`src/rtl/ust_params.svh`:
```
/*
  Offsets, field positions, values and timing counts of the USART
  control slice. Assumes inclusion by bare name from the rtl folder.
*/
`ifndef UST_PARAMS_SVH
`define UST_PARAMS_SVH

// ---------------------------------------------------------------
// Register byte offsets
// ---------------------------------------------------------------
`define UST_OFF_USART_CONTROL_A   8'h00
`define UST_OFF_USART_CONTROL_B   8'h04
`define UST_OFF_MASK    8'h08
`define UST_OFF_STAT    8'h0C
`define UST_OFF_SYNC    8'h10
`define UST_OFF_DATA    8'h14

// ---------------------------------------------------------------
// Field positions
// ---------------------------------------------------------------
`define UST_USART_CONTROL_A_ENABLE 1
`define UST_USART_CONTROL_A_FRAME_FORMAT_FIELD   27:24
`define UST_USART_CONTROL_A_FRAME_FORMAT_FIELD_LSB 24
`define UST_USART_CONTROL_B_RXEN   17
`define UST_USART_CONTROL_B_TRANSMIT_ENABLE_BIT   16
`define UST_USART_CONTROL_B_PARITY_ODD_SELECT  13
`define UST_USART_CONTROL_B_ENC    10
`define UST_USART_CONTROL_B_FRAME_START_WAKE_ENABLE   9
`define UST_IRQ_TXC      0
`define UST_IRQ_RXC      1
`define UST_IRQ_RXS      2
`define UST_IRQ_PARITY_ERROR_FLAG     3
`define UST_SYNC_ENABLE  1
`define UST_SYNC_USART_CONTROL_B   2

// ---------------------------------------------------------------
// Values and timing counts
// ---------------------------------------------------------------
`define UST_FRAME_FORMAT_FIELD_PARITY  4'h1
`define UST_BIT_LAST     4'hF
`define UST_BIT_MID      4'h7
`define UST_IRDA_PULSE   4'h3
`define UST_SYNC_LAST    2'h2
`define UST_DATA_LAST    3'h7
`define UST_ZERO32       32'h0000_0000

`endif

```
`src/rtl/ust_pkg.sv`:
```
/*
  Types of the USART control slice: enable sequencing states, serial
  shifter states, state records and the parity function.
  Assumes ust_params.svh is reachable by bare name.
*/
package ust_pkg;

  // Enable sequencing of transmitter and receiver
  typedef enum logic [1:0] {EN_OFF, EN_START, EN_ON, EN_DRAIN} ust_en_t;

  // Serial frame position
  typedef enum logic [2:0] {SER_IDLE, SER_START, SER_DATA, SER_PAR, SER_STOP} ust_ser_t;

  typedef struct packed {
    logic        ack;
    logic [31:0] rdata;
    logic        enable;
    logic [3:0]  frame_format_field;
    logic        transmit_enable_bit_req;
    logic        transmit_enable_bit_from_en;
    logic        rxen_req;
    logic        parity_odd_select;
    logic        line_encoding_select;
    logic        frame_start_wake_enable;
    logic [3:0]  mask;
    logic [3:0]  stat;
    ust_en_t     tx_st;
    logic [1:0]  tx_sync;
    ust_en_t     rx_st;
    logic [1:0]  rx_sync;
    logic [7:0]  tx_data;
    logic        tx_full;
    ust_ser_t    tx_ser;
    logic [3:0]  tx_cnt;
    logic [2:0]  tx_bit;
    logic [7:0]  tx_sh;
    logic        tx_par;
    logic        txd;
    ust_ser_t    rx_ser;
    logic [3:0]  rx_cnt;
    logic [2:0]  rx_bit;
    logic [7:0]  rx_sh;
    logic        rx_par;
    logic [7:0]  rx_data;
  } ust_state_t;

  typedef struct packed {
    logic       txd_pin;
    logic       rx_level;
    logic [3:0] cnt;
  } ust_irda_t;

  typedef struct packed {
    logic prev;
    logic start;
    logic wake;
  } ust_sof_t;

  // Parity over data, odd selects odd parity
  function automatic logic ust_parity(input logic [7:0] d, input logic odd);
    ust_parity = (^d) ^ odd;
  endfunction

endpackage

```
`src/rtl/ust_irda.sv`:
```
/*
  Line coder: plain pass-through or IrDA pulse encoding and decoding.
  Assumes the bit phase counter of the transmitter as timing reference.
*/
`timescale 1ns/1ps
`default_nettype none
`include "ust_params.svh"

module ust_irda
  import ust_pkg::*;
(
  // Clock and reset
  input  wire logic       clk_sys,
  input  wire logic       srst,
  // Control
  input  wire logic       line_encoding_select,
  input  wire logic       txd,
  input  wire logic [3:0] tx_phase,
  // Line
  input  wire logic       rxd_pin,
  output logic            txd_pin,
  output logic            rx_level
);

  ust_irda_t s;
  ust_irda_t next_s;

  // Zero bits become short high pulses; a pulse is stretched to a full bit
  always_comb
  begin
    next_s = s;
    if (line_encoding_select)
    begin
      // Internal bit lags the phase count by one clock
      next_s.txd_pin = ~txd & (4'(tx_phase - 4'h1) < `UST_IRDA_PULSE);
      if (rxd_pin)
        next_s.cnt = `UST_BIT_LAST;
      else if (s.cnt != 4'h0)
        next_s.cnt = s.cnt - 4'h1;
      next_s.rx_level = ~rxd_pin & (s.cnt == 4'h0);
    end
    else
    begin
      next_s.txd_pin  = txd;
      next_s.cnt      = 4'h0;
      next_s.rx_level = rxd_pin;
    end
  end

  always_ff @(posedge clk_sys)
  begin
    if (srst)
      s <= '{txd_pin: 1'b1, rx_level: 1'b1, cnt: 4'h0};
    else
      s <= next_s;
  end

  assign txd_pin  = s.txd_pin;
  assign rx_level = s.rx_level;

  AST_ENC_PLAIN: assert property (@(posedge clk_sys) disable iff (srst)
    !line_encoding_select |=> (txd_pin == $past(txd))) else $error("plain mode altered txd");

endmodule // ust_irda

`default_nettype wire

```
`src/rtl/ust_sof.sv`:
```
/*
  Start-of-frame detector and wake request.
  Assumes a decoded receive level that idles high.
*/
`timescale 1ns/1ps
`default_nettype none
`include "ust_params.svh"

module ust_sof
  import ust_pkg::*;
(
  // Clock and reset
  input  wire logic clk_sys,
  input  wire logic srst,
  // Control
  input  wire logic en,
  input  wire logic rxs_en,
  input  wire logic rxc_en,
  input  wire logic rx_level,
  input  wire logic rxc_event,
  // Outputs
  output logic      start,
  output logic      wake
);

  ust_sof_t s;
  ust_sof_t next_s;

  // Falling edge is a start bit; start and receive-complete wakes each need their own enable
  always_comb
  begin
    next_s       = s;
    next_s.prev  = rx_level;
    next_s.start = en & s.prev & ~rx_level;
    next_s.wake  = en & ((next_s.start & rxs_en) | (rxc_event & rxc_en));
  end

  always_ff @(posedge clk_sys)
  begin
    if (srst)
      s <= '{prev: 1'b1, start: 1'b0, wake: 1'b0};
    else
      s <= next_s;
  end

  assign start = s.start;
  assign wake  = s.wake;

  AST_SOF_OFF: assert property (@(posedge clk_sys) disable iff (srst)
    !en |=> !wake) else $error("wake while detector off");

endmodule // ust_sof

`default_nettype wire

```
`src/rtl/ust_ctrl.sv`:
```
/*
  USART control slice: Avalon-MM register file, transmitter and receiver
  enable sequencing, parity, IrDA selection and start-of-frame wake.
  Assumes a synchronous remote peer at a fixed bit period of 16 clocks.
*/
// The placing of the registers and the Avalon-MM slave port were chosen for this implementation.
// Summary of operation
// - Clearing transmit enable stops only after queued and active frames finish.
// - Transmit enable written while disabled sets at once.
// - On block enable, pending transmit enable reads zero with sync busy.
// - Writing transmit enable while enabled raises sync busy, reads one.
// - Transmit enable stays writable while the block is enabled.
// - Transmit enable reads its written value, except zero while starting after block enable.
// - Receive enable reads its written value while the block is disabled; while enabled, zero when off or starting.
// - Parity used only when the frame format field equals one.
// - Parity mode zero is even, one is odd.
// - Transmitter appends its own parity bit after the data.
// - Receiver flags parity error on data plus parity mismatch.
// - Encoding select zero plain, one IrDA pulse coding.
// - Parity, encoding and wake bits act without sync handshake.
// - Frame-start wake bit governs start detection wake.
// - Wake enabled with receive-complete enable wakes from every sleep mode.
`timescale 1ns/1ps
`default_nettype none
`include "ust_params.svh"

module ust_ctrl
  import ust_pkg::*;
(
  // Clock and reset
  input  wire logic        clk_sys,
  input  wire logic        srst,
  // Avalon-MM slave
  input  wire logic [7:0]  avs_address,
  input  wire logic        avs_read,
  input  wire logic        avs_write,
  input  wire logic [31:0] avs_writedata,
  input  wire logic [3:0]  avs_byteenable,
  output logic [31:0]      avs_readdata,
  output logic             avs_waitrequest,
  // Serial line
  input  wire logic        rxd_pin,
  output logic             txd_pin,
  // System
  output logic             irq,
  output logic             wake
);

  // ---------------------------------------------------------------
  // Declarations
  // ---------------------------------------------------------------
  ust_state_t  s;
  ust_state_t  next_s;
  logic        rx_level;
  logic        sof_start;
  logic        rxc_event;
  logic        parity_error_flag_event;
  logic        txc_event;
  logic        req;
  logic        acc_wr;
  logic        acc_rd;
  logic        transmit_enable_bit_rd;
  logic        rxen_rd;
  logic        sync_usart_control_b;
  logic [31:0] wdata;
  logic [31:0] usart_control_b_rd;

  // Merge a write under byte enables
  function automatic logic [31:0] merge(input logic [31:0] old, input logic [31:0] nw,
                                        input logic [3:0] be);
    for (int i = 0; i < 4; i++)
      merge[i*8 +: 8] = be[i] ? nw[i*8 +: 8] : old[i*8 +: 8];
  endfunction

  // ---------------------------------------------------------------
  // Bus handshake
  // ---------------------------------------------------------------
  // One wait cycle so read data can come from a register
  assign req             = avs_read | avs_write;
  assign avs_waitrequest = req & ~s.ack;
  assign acc_wr          = avs_write & s.ack;
  assign acc_rd          = avs_read & s.ack;
  assign wdata           = merge(`UST_ZERO32, avs_writedata, avs_byteenable);
  assign avs_readdata    = s.rdata;

  // Readback views
  // transmit enable view
  assign transmit_enable_bit_rd    = s.transmit_enable_bit_req & ~(s.tx_st == EN_START & s.transmit_enable_bit_from_en);
  assign rxen_rd    = s.rxen_req & ((s.rx_st == EN_ON) | ~s.enable);
  assign sync_usart_control_b = (s.tx_st == EN_START) | (s.rx_st == EN_START);
  assign usart_control_b_rd   = (32'(rxen_rd) << `UST_USART_CONTROL_B_RXEN) | (32'(transmit_enable_bit_rd) << `UST_USART_CONTROL_B_TRANSMIT_ENABLE_BIT)
                    | (32'(s.parity_odd_select) << `UST_USART_CONTROL_B_PARITY_ODD_SELECT) | (32'(s.line_encoding_select) << `UST_USART_CONTROL_B_ENC)
                    | (32'(s.frame_start_wake_enable) << `UST_USART_CONTROL_B_FRAME_START_WAKE_ENABLE);

  // Frame events
  assign txc_event  = (s.tx_ser == SER_STOP) & (s.tx_cnt == `UST_BIT_LAST);
  assign rxc_event  = (s.rx_ser == SER_STOP) & (s.rx_cnt == `UST_BIT_MID);
  assign parity_error_flag_event = rxc_event & (s.frame_format_field == `UST_FRAME_FORMAT_FIELD_PARITY)
                    & (((^s.rx_sh) ^ s.rx_par) != s.parity_odd_select);

  // ---------------------------------------------------------------
  // Next state
  // ---------------------------------------------------------------
  always_comb
  begin
    next_s     = s;
    next_s.ack = req & ~s.ack;
    next_s.txd = 1'b1;

    // Read data latched in the wait cycle
    if (req & ~s.ack)
    begin
      unique case (avs_address)
        `UST_OFF_USART_CONTROL_A: next_s.rdata = (32'(s.enable) << `UST_USART_CONTROL_A_ENABLE)
                                     | (32'(s.frame_format_field) << `UST_USART_CONTROL_A_FRAME_FORMAT_FIELD_LSB);
        `UST_OFF_USART_CONTROL_B: next_s.rdata = usart_control_b_rd;
        `UST_OFF_MASK:  next_s.rdata = 32'(s.mask);
        `UST_OFF_STAT:  next_s.rdata = 32'(s.stat);
        `UST_OFF_SYNC:  next_s.rdata = 32'(sync_usart_control_b) << `UST_SYNC_USART_CONTROL_B;
        `UST_OFF_DATA:  next_s.rdata = 32'(s.rx_data);
        default:        next_s.rdata = `UST_ZERO32;
      endcase
    end

    // Register writes
    if (acc_wr)
    begin
      unique case (avs_address)
        `UST_OFF_USART_CONTROL_A:
        begin
          next_s.enable = wdata[`UST_USART_CONTROL_A_ENABLE];
          // Frame format is enable-protected
          if (!s.enable)
            next_s.frame_format_field = wdata[`UST_USART_CONTROL_A_FRAME_FORMAT_FIELD];
        end
        `UST_OFF_USART_CONTROL_B:
        begin
          // enable bits writable at any time
          next_s.transmit_enable_bit_req = wdata[`UST_USART_CONTROL_B_TRANSMIT_ENABLE_BIT];
          next_s.rxen_req = wdata[`UST_USART_CONTROL_B_RXEN];
          if (wdata[`UST_USART_CONTROL_B_TRANSMIT_ENABLE_BIT] & ~s.enable)
            next_s.transmit_enable_bit_from_en = 1'b1;
          // mode bits act directly, no handshake
          if (!s.enable)
          begin
            next_s.parity_odd_select = wdata[`UST_USART_CONTROL_B_PARITY_ODD_SELECT];
            next_s.line_encoding_select   = wdata[`UST_USART_CONTROL_B_ENC];
            next_s.frame_start_wake_enable  = wdata[`UST_USART_CONTROL_B_FRAME_START_WAKE_ENABLE];
          end
        end
        `UST_OFF_MASK: next_s.mask = wdata[3:0];
        `UST_OFF_DATA:
        begin
          // Writes to a full holding register are dropped
          if (!s.tx_full)
          begin
            next_s.tx_data = wdata[7:0];
            next_s.tx_full = 1'b1;
          end
        end
        default: ;
      endcase
    end

    // Status: read clears, a new event wins
    if (acc_rd && avs_address == `UST_OFF_STAT)
      next_s.stat = 4'h0;
    next_s.stat[`UST_IRQ_TXC]  = next_s.stat[`UST_IRQ_TXC] | txc_event;
    next_s.stat[`UST_IRQ_RXC]  = next_s.stat[`UST_IRQ_RXC] | rxc_event;
    next_s.stat[`UST_IRQ_RXS]  = next_s.stat[`UST_IRQ_RXS] | sof_start;
    next_s.stat[`UST_IRQ_PARITY_ERROR_FLAG] = next_s.stat[`UST_IRQ_PARITY_ERROR_FLAG] | parity_error_flag_event;

    // Transmitter enable sequencing
    unique case (s.tx_st)
      EN_OFF:
        if (s.enable & s.transmit_enable_bit_req)
        begin
          next_s.tx_st   = EN_START;
          next_s.tx_sync = 2'h0;
        end
      EN_START:
      begin
        next_s.tx_sync = s.tx_sync + 2'h1;
        if (s.tx_sync == `UST_SYNC_LAST)
        begin
          next_s.tx_st        = EN_ON;
          next_s.transmit_enable_bit_from_en = 1'b0;
        end
      end
      EN_ON:
        if (~s.transmit_enable_bit_req | ~s.enable)
          next_s.tx_st = EN_DRAIN;
      EN_DRAIN:
        // finish active and queued frames first
        if (s.tx_ser == SER_IDLE && !s.tx_full)
          next_s.tx_st = EN_OFF;
      default: next_s.tx_st = EN_OFF;
    endcase

    // Receiver enable sequencing
    unique case (s.rx_st)
      EN_OFF:
        if (s.enable & s.rxen_req)
        begin
          next_s.rx_st   = EN_START;
          next_s.rx_sync = 2'h0;
        end
      EN_START:
      begin
        next_s.rx_sync = s.rx_sync + 2'h1;
        if (s.rx_sync == `UST_SYNC_LAST)
          next_s.rx_st = EN_ON;
      end
      default:
        if (~s.rxen_req | ~s.enable)
          next_s.rx_st = EN_OFF;
    endcase

    // Transmit shifter
    next_s.tx_cnt = s.tx_cnt + 4'h1;
    unique case (s.tx_ser)
      SER_IDLE:
      begin
        next_s.tx_cnt = 4'h0;
        if (s.tx_full && (s.tx_st == EN_ON || s.tx_st == EN_DRAIN))
        begin
          next_s.tx_ser  = SER_START;
          next_s.tx_sh   = s.tx_data;
          // parity from the frame's own data
          next_s.tx_par  = ust_parity(s.tx_data, s.parity_odd_select);
          next_s.tx_full = 1'b0;
        end
      end
      SER_START:
      begin
        next_s.txd = 1'b0;
        if (s.tx_cnt == `UST_BIT_LAST)
        begin
          next_s.tx_ser = SER_DATA;
          next_s.tx_bit = 3'h0;
        end
      end
      SER_DATA:
      begin
        next_s.txd = s.tx_sh[0];
        if (s.tx_cnt == `UST_BIT_LAST)
        begin
          next_s.tx_sh  = {1'b0, s.tx_sh[7:1]};
          next_s.tx_bit = s.tx_bit + 3'h1;
          // parity bit only with parity format
          if (s.tx_bit == `UST_DATA_LAST)
            next_s.tx_ser = (s.frame_format_field == `UST_FRAME_FORMAT_FIELD_PARITY) ? SER_PAR : SER_STOP;
        end
      end
      SER_PAR:
      begin
        next_s.txd = s.tx_par;
        if (s.tx_cnt == `UST_BIT_LAST)
          next_s.tx_ser = SER_STOP;
      end
      SER_STOP:
        if (s.tx_cnt == `UST_BIT_LAST)
          next_s.tx_ser = SER_IDLE;
      default: next_s.tx_ser = SER_IDLE;
    endcase

    // Receive shifter, sampled at mid bit
    next_s.rx_cnt = s.rx_cnt + 4'h1;
    unique case (s.rx_ser)
      SER_IDLE:
      begin
        next_s.rx_cnt = 4'h0;
        if (s.rx_st == EN_ON && !rx_level)
          next_s.rx_ser = SER_START;
      end
      SER_START:
      begin
        // A start bit gone by mid bit was a glitch
        if (s.rx_cnt == `UST_BIT_MID && rx_level)
          next_s.rx_ser = SER_IDLE;
        if (s.rx_cnt == `UST_BIT_LAST)
        begin
          next_s.rx_ser = SER_DATA;
          next_s.rx_bit = 3'h0;
        end
      end
      SER_DATA:
      begin
        if (s.rx_cnt == `UST_BIT_MID)
          next_s.rx_sh = {rx_level, s.rx_sh[7:1]};
        if (s.rx_cnt == `UST_BIT_LAST)
        begin
          next_s.rx_bit = s.rx_bit + 3'h1;
          if (s.rx_bit == `UST_DATA_LAST)
            next_s.rx_ser = (s.frame_format_field == `UST_FRAME_FORMAT_FIELD_PARITY) ? SER_PAR : SER_STOP;
        end
      end
      SER_PAR:
      begin
        if (s.rx_cnt == `UST_BIT_MID)
          next_s.rx_par = rx_level;
        if (s.rx_cnt == `UST_BIT_LAST)
          next_s.rx_ser = SER_STOP;
      end
      SER_STOP:
        // Back to idle at mid stop so the next start is not missed
        if (s.rx_cnt == `UST_BIT_MID)
        begin
          next_s.rx_ser  = SER_IDLE;
          next_s.rx_data = s.rx_sh;
        end
      default: next_s.rx_ser = SER_IDLE;
    endcase
    if (s.rx_st != EN_ON)
      next_s.rx_ser = SER_IDLE;
  end

  // ---------------------------------------------------------------
  // State register
  // ---------------------------------------------------------------
  always_ff @(posedge clk_sys)
  begin
    if (srst)
    begin
      s         <= '0;
      s.tx_st   <= EN_OFF;
      s.rx_st   <= EN_OFF;
      s.tx_ser  <= SER_IDLE;
      s.rx_ser  <= SER_IDLE;
      s.txd     <= 1'b1;
    end
    else
      s <= next_s;
  end

  // Interrupt level
  assign irq = |(s.stat & s.mask);

  // ---------------------------------------------------------------
  // Line coder and start detector
  // ---------------------------------------------------------------
  // coding chosen by encoding select
  ust_irda u_irda (
    .clk_sys  (clk_sys),
    .srst     (srst),
    .line_encoding_select      (s.line_encoding_select),
    .txd      (s.txd),
    .tx_phase (s.tx_cnt),
    .rxd_pin  (rxd_pin),
    .txd_pin  (txd_pin),
    .rx_level (rx_level)
  );

  ust_sof u_sof (
    .clk_sys   (clk_sys),
    .srst      (srst),
    .en        (s.frame_start_wake_enable & (s.rx_st == EN_ON)),
    .rxs_en    (s.mask[`UST_IRQ_RXS]),
    .rxc_en    (s.mask[`UST_IRQ_RXC]),
    .rx_level  (rx_level),
    .rxc_event (rxc_event),
    .start     (sof_start),
    .wake      (wake)
  );

  // ---------------------------------------------------------------
  // Assertions
  // ---------------------------------------------------------------
  AST_TRANSMIT_ENABLE_BIT_IMMEDIATE: assert property (@(posedge clk_sys) disable iff (srst)
    acc_wr && avs_address == `UST_OFF_USART_CONTROL_B && wdata[`UST_USART_CONTROL_B_TRANSMIT_ENABLE_BIT] && !s.enable
    |=> transmit_enable_bit_rd) else $error("transmit enable not set at once");

  AST_PENDING_READ: assert property (@(posedge clk_sys) disable iff (srst)
    (s.tx_st == EN_START && s.transmit_enable_bit_from_en) |-> (!transmit_enable_bit_rd && sync_usart_control_b))
    else $error("pending transmit enable misread");

  AST_SYNC_ON_WRITE: assert property (@(posedge clk_sys) disable iff (srst)
    acc_wr && avs_address == `UST_OFF_USART_CONTROL_B && wdata[`UST_USART_CONTROL_B_TRANSMIT_ENABLE_BIT] && s.enable
    && s.tx_st == EN_OFF |=> ##1 (sync_usart_control_b && transmit_enable_bit_rd)) else $error("sync busy missing");

  AST_DRAIN: assert property (@(posedge clk_sys) disable iff (srst)
    (s.tx_st == EN_DRAIN && s.tx_ser != SER_IDLE) |=> s.tx_st != EN_OFF)
    else $error("transmitter stopped mid frame");

  AST_RXEN_START: assert property (@(posedge clk_sys) disable iff (srst)
    s.rx_st == EN_START |-> !rxen_rd) else $error("receive enable read one while starting");

  AST_PARITY_FRAME_FORMAT_FIELD: assert property (@(posedge clk_sys) disable iff (srst)
    s.tx_ser == SER_PAR |-> s.frame_format_field == `UST_FRAME_FORMAT_FIELD_PARITY) else $error("parity without parity frame_format_field");

  AST_PARITY_BIT: assert property (@(posedge clk_sys) disable iff (srst)
    (s.tx_ser == SER_DATA && s.tx_bit == `UST_DATA_LAST && s.tx_cnt == `UST_BIT_LAST
     && s.frame_format_field == `UST_FRAME_FORMAT_FIELD_PARITY) |=> ##1 (s.txd == (s.tx_par ^ 1'b0)) [*8])
    else $error("parity bit not on line");

  AST_PARITY_ERROR_FLAG_SET: assert property (@(posedge clk_sys) disable iff (srst)
    parity_error_flag_event |=> s.stat[`UST_IRQ_PARITY_ERROR_FLAG]) else $error("parity error not flagged");

  AST_MODE_DIRECT: assert property (@(posedge clk_sys) disable iff (srst)
    acc_wr && avs_address == `UST_OFF_USART_CONTROL_B && !s.enable
    |=> s.parity_odd_select == $past(wdata[`UST_USART_CONTROL_B_PARITY_ODD_SELECT])) else $error("parity mode not direct");

  COV_TX_FRAME: cover property (@(posedge clk_sys) disable iff (srst) txc_event);
  COV_PARITY_ERROR_FLAG: cover property (@(posedge clk_sys) disable iff (srst) parity_error_flag_event);
  COV_WAKE: cover property (@(posedge clk_sys) disable iff (srst) wake);

endmodule // ust_ctrl

`default_nettype wire

```
`config.mk`:
```
export PLATFORM = sky130hd
export DESIGN_NAME = ust_ctrl
export DESIGN_NICKNAME = d
export VERILOG_FILES = /design/src/rtl/ust_pkg.sv /design/src/rtl/ust_irda.sv /design/src/rtl/ust_sof.sv /design/src/rtl/ust_ctrl.sv
export VERILOG_INCLUDE_DIRS = /design/src /design/src/rtl
export SDC_FILE = /design/constraint.sdc
export NUM_CORES = 1
export LEC_CHECK = 0
export BUFFER_PORTS_ARGS = -buffer_cell sky130_fd_sc_hd__buf_2
export CAP_MARGIN = 0
export CORE_ASPECT_RATIO = 1.75
export CORE_MARGIN = 2
export CORE_UTILIZATION = 51
export CTS_CLUSTER_SIZE = 24
export DETAILED_ROUTE_END_ITERATION = 10
export HOLD_SLACK_MARGIN = 0.05
export PLACE_DENSITY = 0.75
export SYNTH_ARGS = -nofsm -noshare
export SYNTH_HDL_FRONTEND = slang
export SYNTH_SLANG_ARGS = --single-unit
```
`constraint.sdc`:
```
create_clock -name clk_sys -period 1.9 [get_ports clk_sys]
set_input_delay 0.285 -clock clk_sys [delete_from_list [all_inputs] [get_ports clk_sys]]
set_output_delay 0.285 -clock clk_sys [all_outputs]
set_load 0.01 [all_outputs]
```
==> summary.txt, run 1 <==
WL per Instance - 15.2 microns
Synth cell types - 60
Internal power - 0.00350 W
Failing checks - negative setup slack
Max Cap Viol - 0
Power Dens Cells - 784 mW/mm^2
Crit path kind - flop to flop
Final worst slack - -13.4 ps
Net switching power - 0.00117 W
Core box area - 0.00991 sq mm
Total Power - 0.00467 W
Sw Ratio - 25.0%
Max stage delay cell, worst path - or4_1
Final setup skew - 9.57 ps
Final Max Tran Viols - 0
DRC - 0
Clock sinks - 110
Fin crit share - 101%
Total GRT Usage - 22.9%
N_diodes - 0
Endpoints failing hold - 0
Crit end category - flop
Initial antenna violation count - 0
Vias in the first global route - 4339
Final std cells w/o fill - 795
Status - finished with violations
CP peak stage delay - 450 ps
Comb power frac - 6.6%
Total number of vias - 4475
Share of the synthesized area in the top cell type - 42.5%
Reg2Reg Depth - 5
Critical Path RT - 2190 ps
FF/Latch Area - 0.00221 sq mm
Die X - 80.2 microns
Cell Area, Synth - 0.00518 sq mm
GP Congestion - 0.879
Fin nets - 731
Multi-input gate area - 0.00264 sq mm
Crit path cell chain - or3b_1 -> a222oi_1 -> o31ai_1 -> or4_1 -> a21oi_2
CTS tree - done
DRT antenna net count - 0
Clock root cell - clkbuf_16
I/O Pins - 85
Maximum vdd drop - 0.500 mV
Register bit total from synthesis - 110
Total CTS buffers - 9
CP Depth - 5
Buffer depth of the longest clock path - 2
Sequential share of power - 50.2%
Clk pwr share - 43.3%
Pleak - 2.32 nW
P&R area growth vs syn - 15.0%
Initial DRC Count - 245
Number of synthesized flops with an enable pin - 0
Hold crit path type - input port to flop
Maximum clock frequency - 523 MHz
Fill cells - 895
Num rows - 48
Critical path buffer and inverter count - 0
Chip height - 137 microns
Post-synth top cells - dfxtp_1 (110), nor2_1 (91), nand2_1 (45)
Cells after synthesis - 603
Post-placement cell count - 775
Synth Warn # - 0
Setup WS pre-CTS - -9.15 ps
Worst EP arrival - 2200 ps
Pin count of the biggest net entering global routing - 23
Register area share after synthesis - 42.5%
Unrepaired setup endpoints after global routing - true
CP max FO - 2
Starting density of the core - 52.3%
Layout cells sized above 1 - 19.3%
Leading area contributor after synthesis - dfxtp_1
Post-route minimum period - 1910 ps
CP top delay family - simple AND/OR/NAND/NOR gates
Setup TNS - -13.4 ps
Worst-path clk slew - 80 ps
Setup violators final - 1
Worst hold margin - 196 ps
Grt total ovfl - 0
Die area - 0.0110 sq mm
WHS Path Cells - 3
Mean Syn Cell Area - 8.59 sq um
Clk_lat worst skew - 360 ps
Largest cells by area after synthesis - dfxtp_1 (42%), nor2_1 (6.6%), mux2i_1 (4.6%), buf_4 (4.6%), ha_1 (4.1%)
Async set-reset flop share out of synthesis - 0%
H-tree levels - 3
Drt via density - 5.63
Startpoint Class - flop
Top_reg_cell synth - dfxtp_1
PortBufs - 54
Initial DRT Pass Iterations - 5
Count leader, synth - dfxtp_1
First-pass GRT wire length - 19800 microns
Post-DP HPWL - 9210 microns
WL final - 12100 microns
-- routing by layer --
layer | track usage [%] | part of all wire [%] | vias up
met3 | 4.52 | 4.3 | 40
li1 | - | - | 2183
met4 | 10.6 | 4.0 | 0
met2 | 41.8 | 54 | 130
met5 | 0 | 0 | -
met1 | 24.9 | 38 | 2122
-- worst min-delay path, cell delays in order --
cell and delay [ps]:
buf_2 100, nand3_1 70, a21oi_1 60
-- repair_timing --
item,CTS,global route
resized for setup,0,11
buffers inserted,1,3
pin swaps,1,5
hold buffers,0,0
setup endpoints to repair,1,12
-- state kept, by name, summed over array words and instances (netlist names) --
signal	flops
s	84
avs_readdata	17
u_irda.s	4
u_irda.rx_level	1
u_irda.txd_pin	1
u_sof.s	1
u_sof.start	1
u_sof.wake	1
-- cells in the final DEF, fill, tap and decap left out, types with 7 or more instances in the layout --
master,count
a21oi_1,35
nand2_1,45
a211oi_1,13
inv_1,16
ha_1,14
nor3_1,14
a22oi_1,26
nor2_1,91
conb_1,15
nand3_1,32
mux2i_1,24
or3_1,7
buf_2,54
dfxtp_1,106
clkbuf_16,9
xnor2_1,21
o21ai_1,9
buf_4,39
-- power groups by stage --
stage | clock network, W | registers (W) | logic [W]
2_1_floorplan | 0 | 0.00239 | 0.000201
3_3_place_gp | 0 | 0.00239 | 0.000284
3_5_place_dp | 0 | 0.00239 | 0.000295
4_1_cts | 0.00206 | 0.00234 | 0.000297
5_1_grt | 0.00215 | 0.00235 | 0.000339
6_report | 0.00202 | 0.00234 | 0.000306
-- per-stage QoR --
stage / utilization, % / instance area (sq um)
after floorplan: - / 5240
after global placement: 56.4 / 5590
after detailed placement: 56.4 / 5590
after CTS: 59.7 / 5920
after global routing: 60.1 / 5960
final: 60.1 / 5960
-- path summary, 6_finish.rpt --
path                 to              start  slack, ps
hold reg to reg   s[66]        u_sof.start        450
setup / recovery  s[26]    u_irda.rx_level        -10
setup reg to reg  s[26]    u_irda.rx_level        -10
hold / removal    s[81]  avs_writedata[27]        200
-- cell families (layout without fill, tap and decap cells) --
| family | Yosys count | after routing | share of synthesized area [%] |
|---|---|---|---|
| AO/OA/AOI/OAI | 122 | 122 | 15.7 |
| XOR/XNOR | 24 | 24 | 4.32 |
| AND/OR/NAND/NOR | 228 | 228 | 20.5 |
| other | 1 | 15 | 0.0724 |
| adder cells (fa/ha/maj) | 17 | 17 | 4.10 |
| flip-flops | 110 | 110 | 42.5 |
| buffers and inverters | 76 | 129 | 7.89 |
| multiplexers | 25 | 25 | 4.85 |
-- layout make-up --
cell class | count | area share, %
Timing Repair Buffer | 93 | 9.45
Multi-Input combinational cell | 431 | 44.3
Sequential cell | 110 | 37.0
Clock inverter | 7 | 1.55
Clock buffer | 9 | 3.78
Tap cell | 125 | 2.62
Inverter | 20 | 1.26
No activity file was read; power rests on OpenSTA's default activity.
==> run 2, diff against run 1 <==
--- a/config.mk
+++ b/config.mk
@@ -8,7 +8,7 @@
 export LEC_CHECK = 0
 export BUFFER_PORTS_ARGS = -buffer_cell sky130_fd_sc_hd__buf_2
 export CAP_MARGIN = 0
-export CORE_ASPECT_RATIO = 1.75
+export CORE_ASPECT_RATIO = 0.75
 export CORE_MARGIN = 2
 export CORE_UTILIZATION = 51
 export CTS_CLUSTER_SIZE = 24
==> summary.txt, run 2 (same netlist as run 1, synthesis figures left out) <==
First-pass GRT wire length - 19500 microns
CTS tree - done
Reg2Reg Depth - 5
Drt via density - 5.54
DRC - 0
Most frequent cells in the layout - dfxtp_1 (101), nor2_1 (91), buf_2 (54), nand2_1 (45), buf_4 (39)
GP Congestion - 0.851
Worst r2r src - u_irda.rx_level
Endpoints failing hold - 0
Power Dens Cells - 733 mW/mm^2
Worst EP arrival - 2210 ps
Starting density of the core - 53.0%
Maximum clock frequency - 520 MHz
Die X - 120 microns
N_diodes - 0
Clock root cell - clkbuf_16
PortBufs - 54
P&R area growth vs syn - 15.4%
Largest register FFs - 84
DRT antenna net count - 0
Setup violators final - 1
Buffer depth of the longest clock path - 2
Post-DP HPWL - 8770 microns
Post-route minimum period - 1920 ps
Maximum vdd drop - 0.509 mV
Failing checks - negative setup slack
Worst-path clk slew - 70 ps
Max Cap Viol - 0
Worst hold margin - 200 ps
Most common cell after layout, fill and taps aside - dfxtp_1
H-tree levels - 3
Num rows - 31
Unrepaired setup endpoints after global routing - true
WHS Endpoint - s[81]
Fin crit share - 101%
Grt total ovfl - 0
Pleak - 2.30 nW
Layout cells sized above 1 - 20.3%
I/O Pins - 85
Register-to-Register Setup Slack - -20 ps
Initial antenna violation count - 0
Largest Register - s
Startpoint Class - flop
Total GRT Usage - 21.9%
Vias in the first global route - 4169
Pin count of the biggest net entering global routing - 42
Clock sinks - 110
Util after Layout - 61.2%
Die area - 0.0110 sq mm
Core box area - 0.00977 sq mm
Final worst slack - -22.0 ps
Initial DRT Pass Iterations - 5
Initial DRC Count - 321
Crit path kind - flop to flop
WL per Instance - 14.8 microns
CP max FO - 2
Hold crit path type - input port to flop
Final setup skew - 12.0 ps
Total CTS buffers - 9
Crit end category - flop
Total number of vias - 4446
Chip height - 91.3 microns
WL final - 11900 microns
Clk_lat worst skew - 350 ps
Status - finished with violations
WHS Path Cells - 3
Final Max Tran Viols - 0
FF-to-FF End - s[26]
Worst hold start - avs_writedata[27]
Critical Path RT - 2190 ps
Fin nets - 731
==> run 2: changes by cell type in the layout (fill, tap and decap cells not counted), moves of 2 or more <==
cell | before | now
dfxtp_1 | 106 | 101
dfxtp_2 | 4 | 8
inv_8 | 4 | 0
ha_4 | 0 | 3
clkbuf_1 | 0 | 2
ha_2 | 3 | 1
==> run 2: report_power, final <==
group / internal (W) / leakage (nW) / total (W) / switching, W
Combinational: 0.0000999 / 1.28 / 0.000284 / 0.000184
Sequential: 0.00232 / 0.891 / 0.00235 / 0.0000248
Clock: 0.000931 / 0.133 / 0.00175 / 0.000818
Total: 0.00335 / 2.30 / 0.00438 / 0.00103
==> run 2: per-stage QoR <==
step | TNS, ps | instances | power, W | area, sq um | setup slack, ps
after floorplan | 0 | 617 | 0.00259 | 5240 | 64.6
after global placement | 0 | 779 | 0.00266 | 5580 | 24.7
after detailed placement | -121 | 779 | 0.00267 | 5580 | -121
after CTS | -25.9 | 796 | 0.00441 | 5880 | -25.9
after global routing | -102 | 802 | 0.00456 | 5980 | -102
final | -22.0 | 802 | 0.00438 | 5980 | -22.0
==> run 2: layout make-up <==
type                            count  area (sq um)
Fill cell                         879          3800
Multi-Input combinational cell    431          2680
Sequential cell                   110          2220
Timing Repair Buffer               93           563
Clock buffer                       12           246
Tap cell                          132           165
Inverter                           20          75.1
Clock inverter                      4          30.0
==> run 2: worst max-delay path, stage by stage, from the launching register on <==
cell      delay, ps
dfxtp_2         320
or3b_4          390
a222oi_1        410
o31ai_1         170
or4_1           430
a21oi_1         150
==> run 2: repair_timing <==
action                                  4_1_cts  5_1_grt
pin swaps                                     1        1
resized for setup                             6       18
buffers inserted                              1        6
gates cloned                                  0        0
hold endpoints to repair                      0        0
endpoints found under the setup margin        2       12
hold buffers                                  0        0
==> run 2: per-layer routing <==
metal	wire, microns	GRT usage (%)	up-vias
met1	5630	29.7	2082
li1	-	-	2200
met5	0	0	-
met3	678	5.59	23
met2	5310	33.9	141
met4	274	7.56	0
==> run 2: worst max-delay path by stage <==
stage,from,end,slack [ps],depth (start not counted)
after floorplan,s[59],s[26],60,5
after detailed placement,s[20],s[26],-120,6
after CTS,s[17],s[26],-30,7
final,u_irda.rx_level,s[26],-20,5
after global routing,s[58],s[26],-100,5
after global placement,s[20],s[26],20,6
==> run 3, diff against run 2 <==
--- a/config.mk
+++ b/config.mk
@@ -8,13 +8,15 @@
 export LEC_CHECK = 0
 export BUFFER_PORTS_ARGS = -buffer_cell sky130_fd_sc_hd__buf_2
 export CAP_MARGIN = 0
+export CELL_PAD_IN_SITES_DETAIL_PLACEMENT = 1
+export CELL_PAD_IN_SITES_GLOBAL_PLACEMENT = 1
 export CORE_ASPECT_RATIO = 0.75
 export CORE_MARGIN = 2
-export CORE_UTILIZATION = 51
+export CORE_UTILIZATION = 38
 export CTS_CLUSTER_SIZE = 24
 export DETAILED_ROUTE_END_ITERATION = 10
 export HOLD_SLACK_MARGIN = 0.05
-export PLACE_DENSITY = 0.75
+export PLACE_DENSITY = 0.72
 export SYNTH_ARGS = -nofsm -noshare
 export SYNTH_HDL_FRONTEND = slang
 export SYNTH_SLANG_ARGS = --single-unit
==> summary.txt, run 3 (same netlist as run 1, synthesis figures left out) <==
Setup WS pre-CTS - -135 ps
Final worst slack - 22.5 ps
Clock sinks - 110
Worst hold start - rxd_pin
Die area - 0.0146 sq mm
Starting density of the core - 39.4%
P&R area growth vs syn - 17.4%
Critical path origin - u_irda.rx_level
Status - completed
WL final - 13800 microns
Setup violators final - 0
Startpoint Class - flop
Register-to-Register Setup Slack - 20 ps
Pin count of the biggest net entering global routing - 43
Die X - 139 microns
CP top delay family - simple AND/OR/NAND/NOR gates
Fill cells - 1552
Num rows - 36
Drt via density - 5.21
Grt total ovfl - 0
Initial antenna violation count - 0
FF/Latch Area - 0.00222 sq mm
Post-route minimum period - 1880 ps
CTS Hold Buffers Added - 0
Clk_lat worst skew - 360 ps
FF-to-FF End - s[26]
Clock root cell - clkbuf_16
Net switching power - 0.00108 W
Comb power frac - 6.5%
WHS Endpoint - u_irda.rx_level
Post-DP HPWL - 10300 microns
DRT antenna net count - 0
Util after Layout - 46.2%
GP Congestion - 0.848
Unrepaired setup endpoints after global routing - true
Most common cell after layout, fill and taps aside - dfxtp_1
Crit path kind - flop to flop
Endpoints failing hold - 0
Sequential share of power - 50.3%
CP max FO - 2
Final setup skew - 8.99 ps
Final Max Tran Viols - 0
Multi-input gate area - 0.00270 sq mm
Initial DRC Count - 165
Sw Ratio - 23.2%
Worst-path clk slew - 70 ps
Fin nets - 730
Largest Register - s
I/O Pins - 85
Core box area - 0.0132 sq mm
H-tree levels - 3
Worst hold margin - 180 ps
Reg2Reg Depth - 6
CP peak stage delay - 420 ps
Critical Path RT - 2190 ps
PortBufs - 54
Chip height - 105 microns
Vias in the first global route - 4474
Hold crit path type - input port to flop
Max Cap Viol - 0
DRC - 0
Largest register FFs - 84
Fin crit share - 98.8%
Maximum vdd drop - 0.503 mV
Most frequent cells in the layout - dfxtp_1 (103), nor2_1 (91), buf_2 (54), nand2_1 (45), buf_4 (37)
Maximum clock frequency - 533 MHz
CTS tree - done
WHS Path Cells - 2
First-pass GRT wire length - 22600 microns
Worst EP arrival - 2170 ps
Initial DRT Pass Iterations - 4
Internal power - 0.00357 W
Pleak - 2.33 nW
Clk pwr share - 43.2%
Total CTS buffers - 9
Total GRT Usage - 19.2%
N_diodes - 0
Crit path cell chain - or3b_4 -> a222oi_1 -> buf_4 -> o31ai_2 -> or4_4 -> a21oi_2
WL per Instance - 16.4 microns
Max stage delay cell, worst path - or4_4
Buffer depth of the longest clock path - 2
Worst r2r src - u_irda.rx_level
Critical path buffer and inverter count - 1
Layout cells sized above 1 - 20.7%
Power Dens Cells - 765 mW/mm^2
Crit end category - flop
Total number of vias - 4373
-- run 3: how the worst max path moves through the flow --
| stage | end | slack, ps | depth (start not counted) |
|---|---|---|---|
| 2_1_floorplan | s[26] | 60 | 5 |
| 3_3_place_gp | s[26] | -20 | 6 |
| 3_5_place_dp | s[26] | -140 | 6 |
| 4_1_cts | s[45] | 1 | 6 |
| 5_1_grt | s[26] | -110 | 6 |
| 6_report | s[26] | 20 | 6 |
-- run 3: routing by layer --
metal / wire length, microns / part of all wire (%) / vias to the layer above / GRT usage, %
met4: 268 / 1.9 / 0 / 5.99
met5: 0 / 0 / - / 0
met1: 6770 / 49 / 2091 / 25.5
met3: 490 / 3.6 / 18 / 3.99
met2: 6270 / 45 / 79 / 31.2
li1: - / - / 2185 / -
-- run 3: layout make-up --
class                      count  share of cell area, %
inverter                      20                   1.23
clock buffer                   9                   3.70
sequential                   110                   36.4
tap                          171                   3.52
timing repair buffer          92                   9.34
multi-input combinational    431                   44.4
clock inverter                 6                   1.42
-- run 3: worst reg2reg max path, cell delays in order, from the launching register on --
cell and delay, ps:
dfxtp_1 320, or3b_4 400, a222oi_1 280, buf_4 170
o31ai_2 80, or4_4 420, a21oi_2 150
-- run 3: power groups by stage --
stage | clock [W] | combinational [W] | sequential [W]
after floorplan | 0 | 0.000201 | 0.00239
after global placement | 0 | 0.000287 | 0.00239
after detailed placement | 0 | 0.000303 | 0.00240
after CTS | 0.00205 | 0.000304 | 0.00234
after global routing | 0.00215 | 0.000340 | 0.00234
final | 0.00201 | 0.000303 | 0.00234
-- run 3: stage by stage --
step | setup TNS [ps] | power [W] | std cells | instance area (sq um)
2_1_floorplan | 0 | 0.00259 | 617 | 5240
5_1_grt | -181 | 0.00483 | 839 | 6080
6_report | 0 | 0.00465 | 839 | 6080
4_1_cts | 0 | 0.00469 | 835 | 5990
3_3_place_gp | -18.4 | 0.00268 | 818 | 5640
3_5_place_dp | -484 | 0.00270 | 818 | 5640
-- run 3: repair_timing --
item,in CTS,in global routing
setup buffers,2,4
resized for setup,7,20
pin swaps,2,5
setup endpoints to repair,9,11
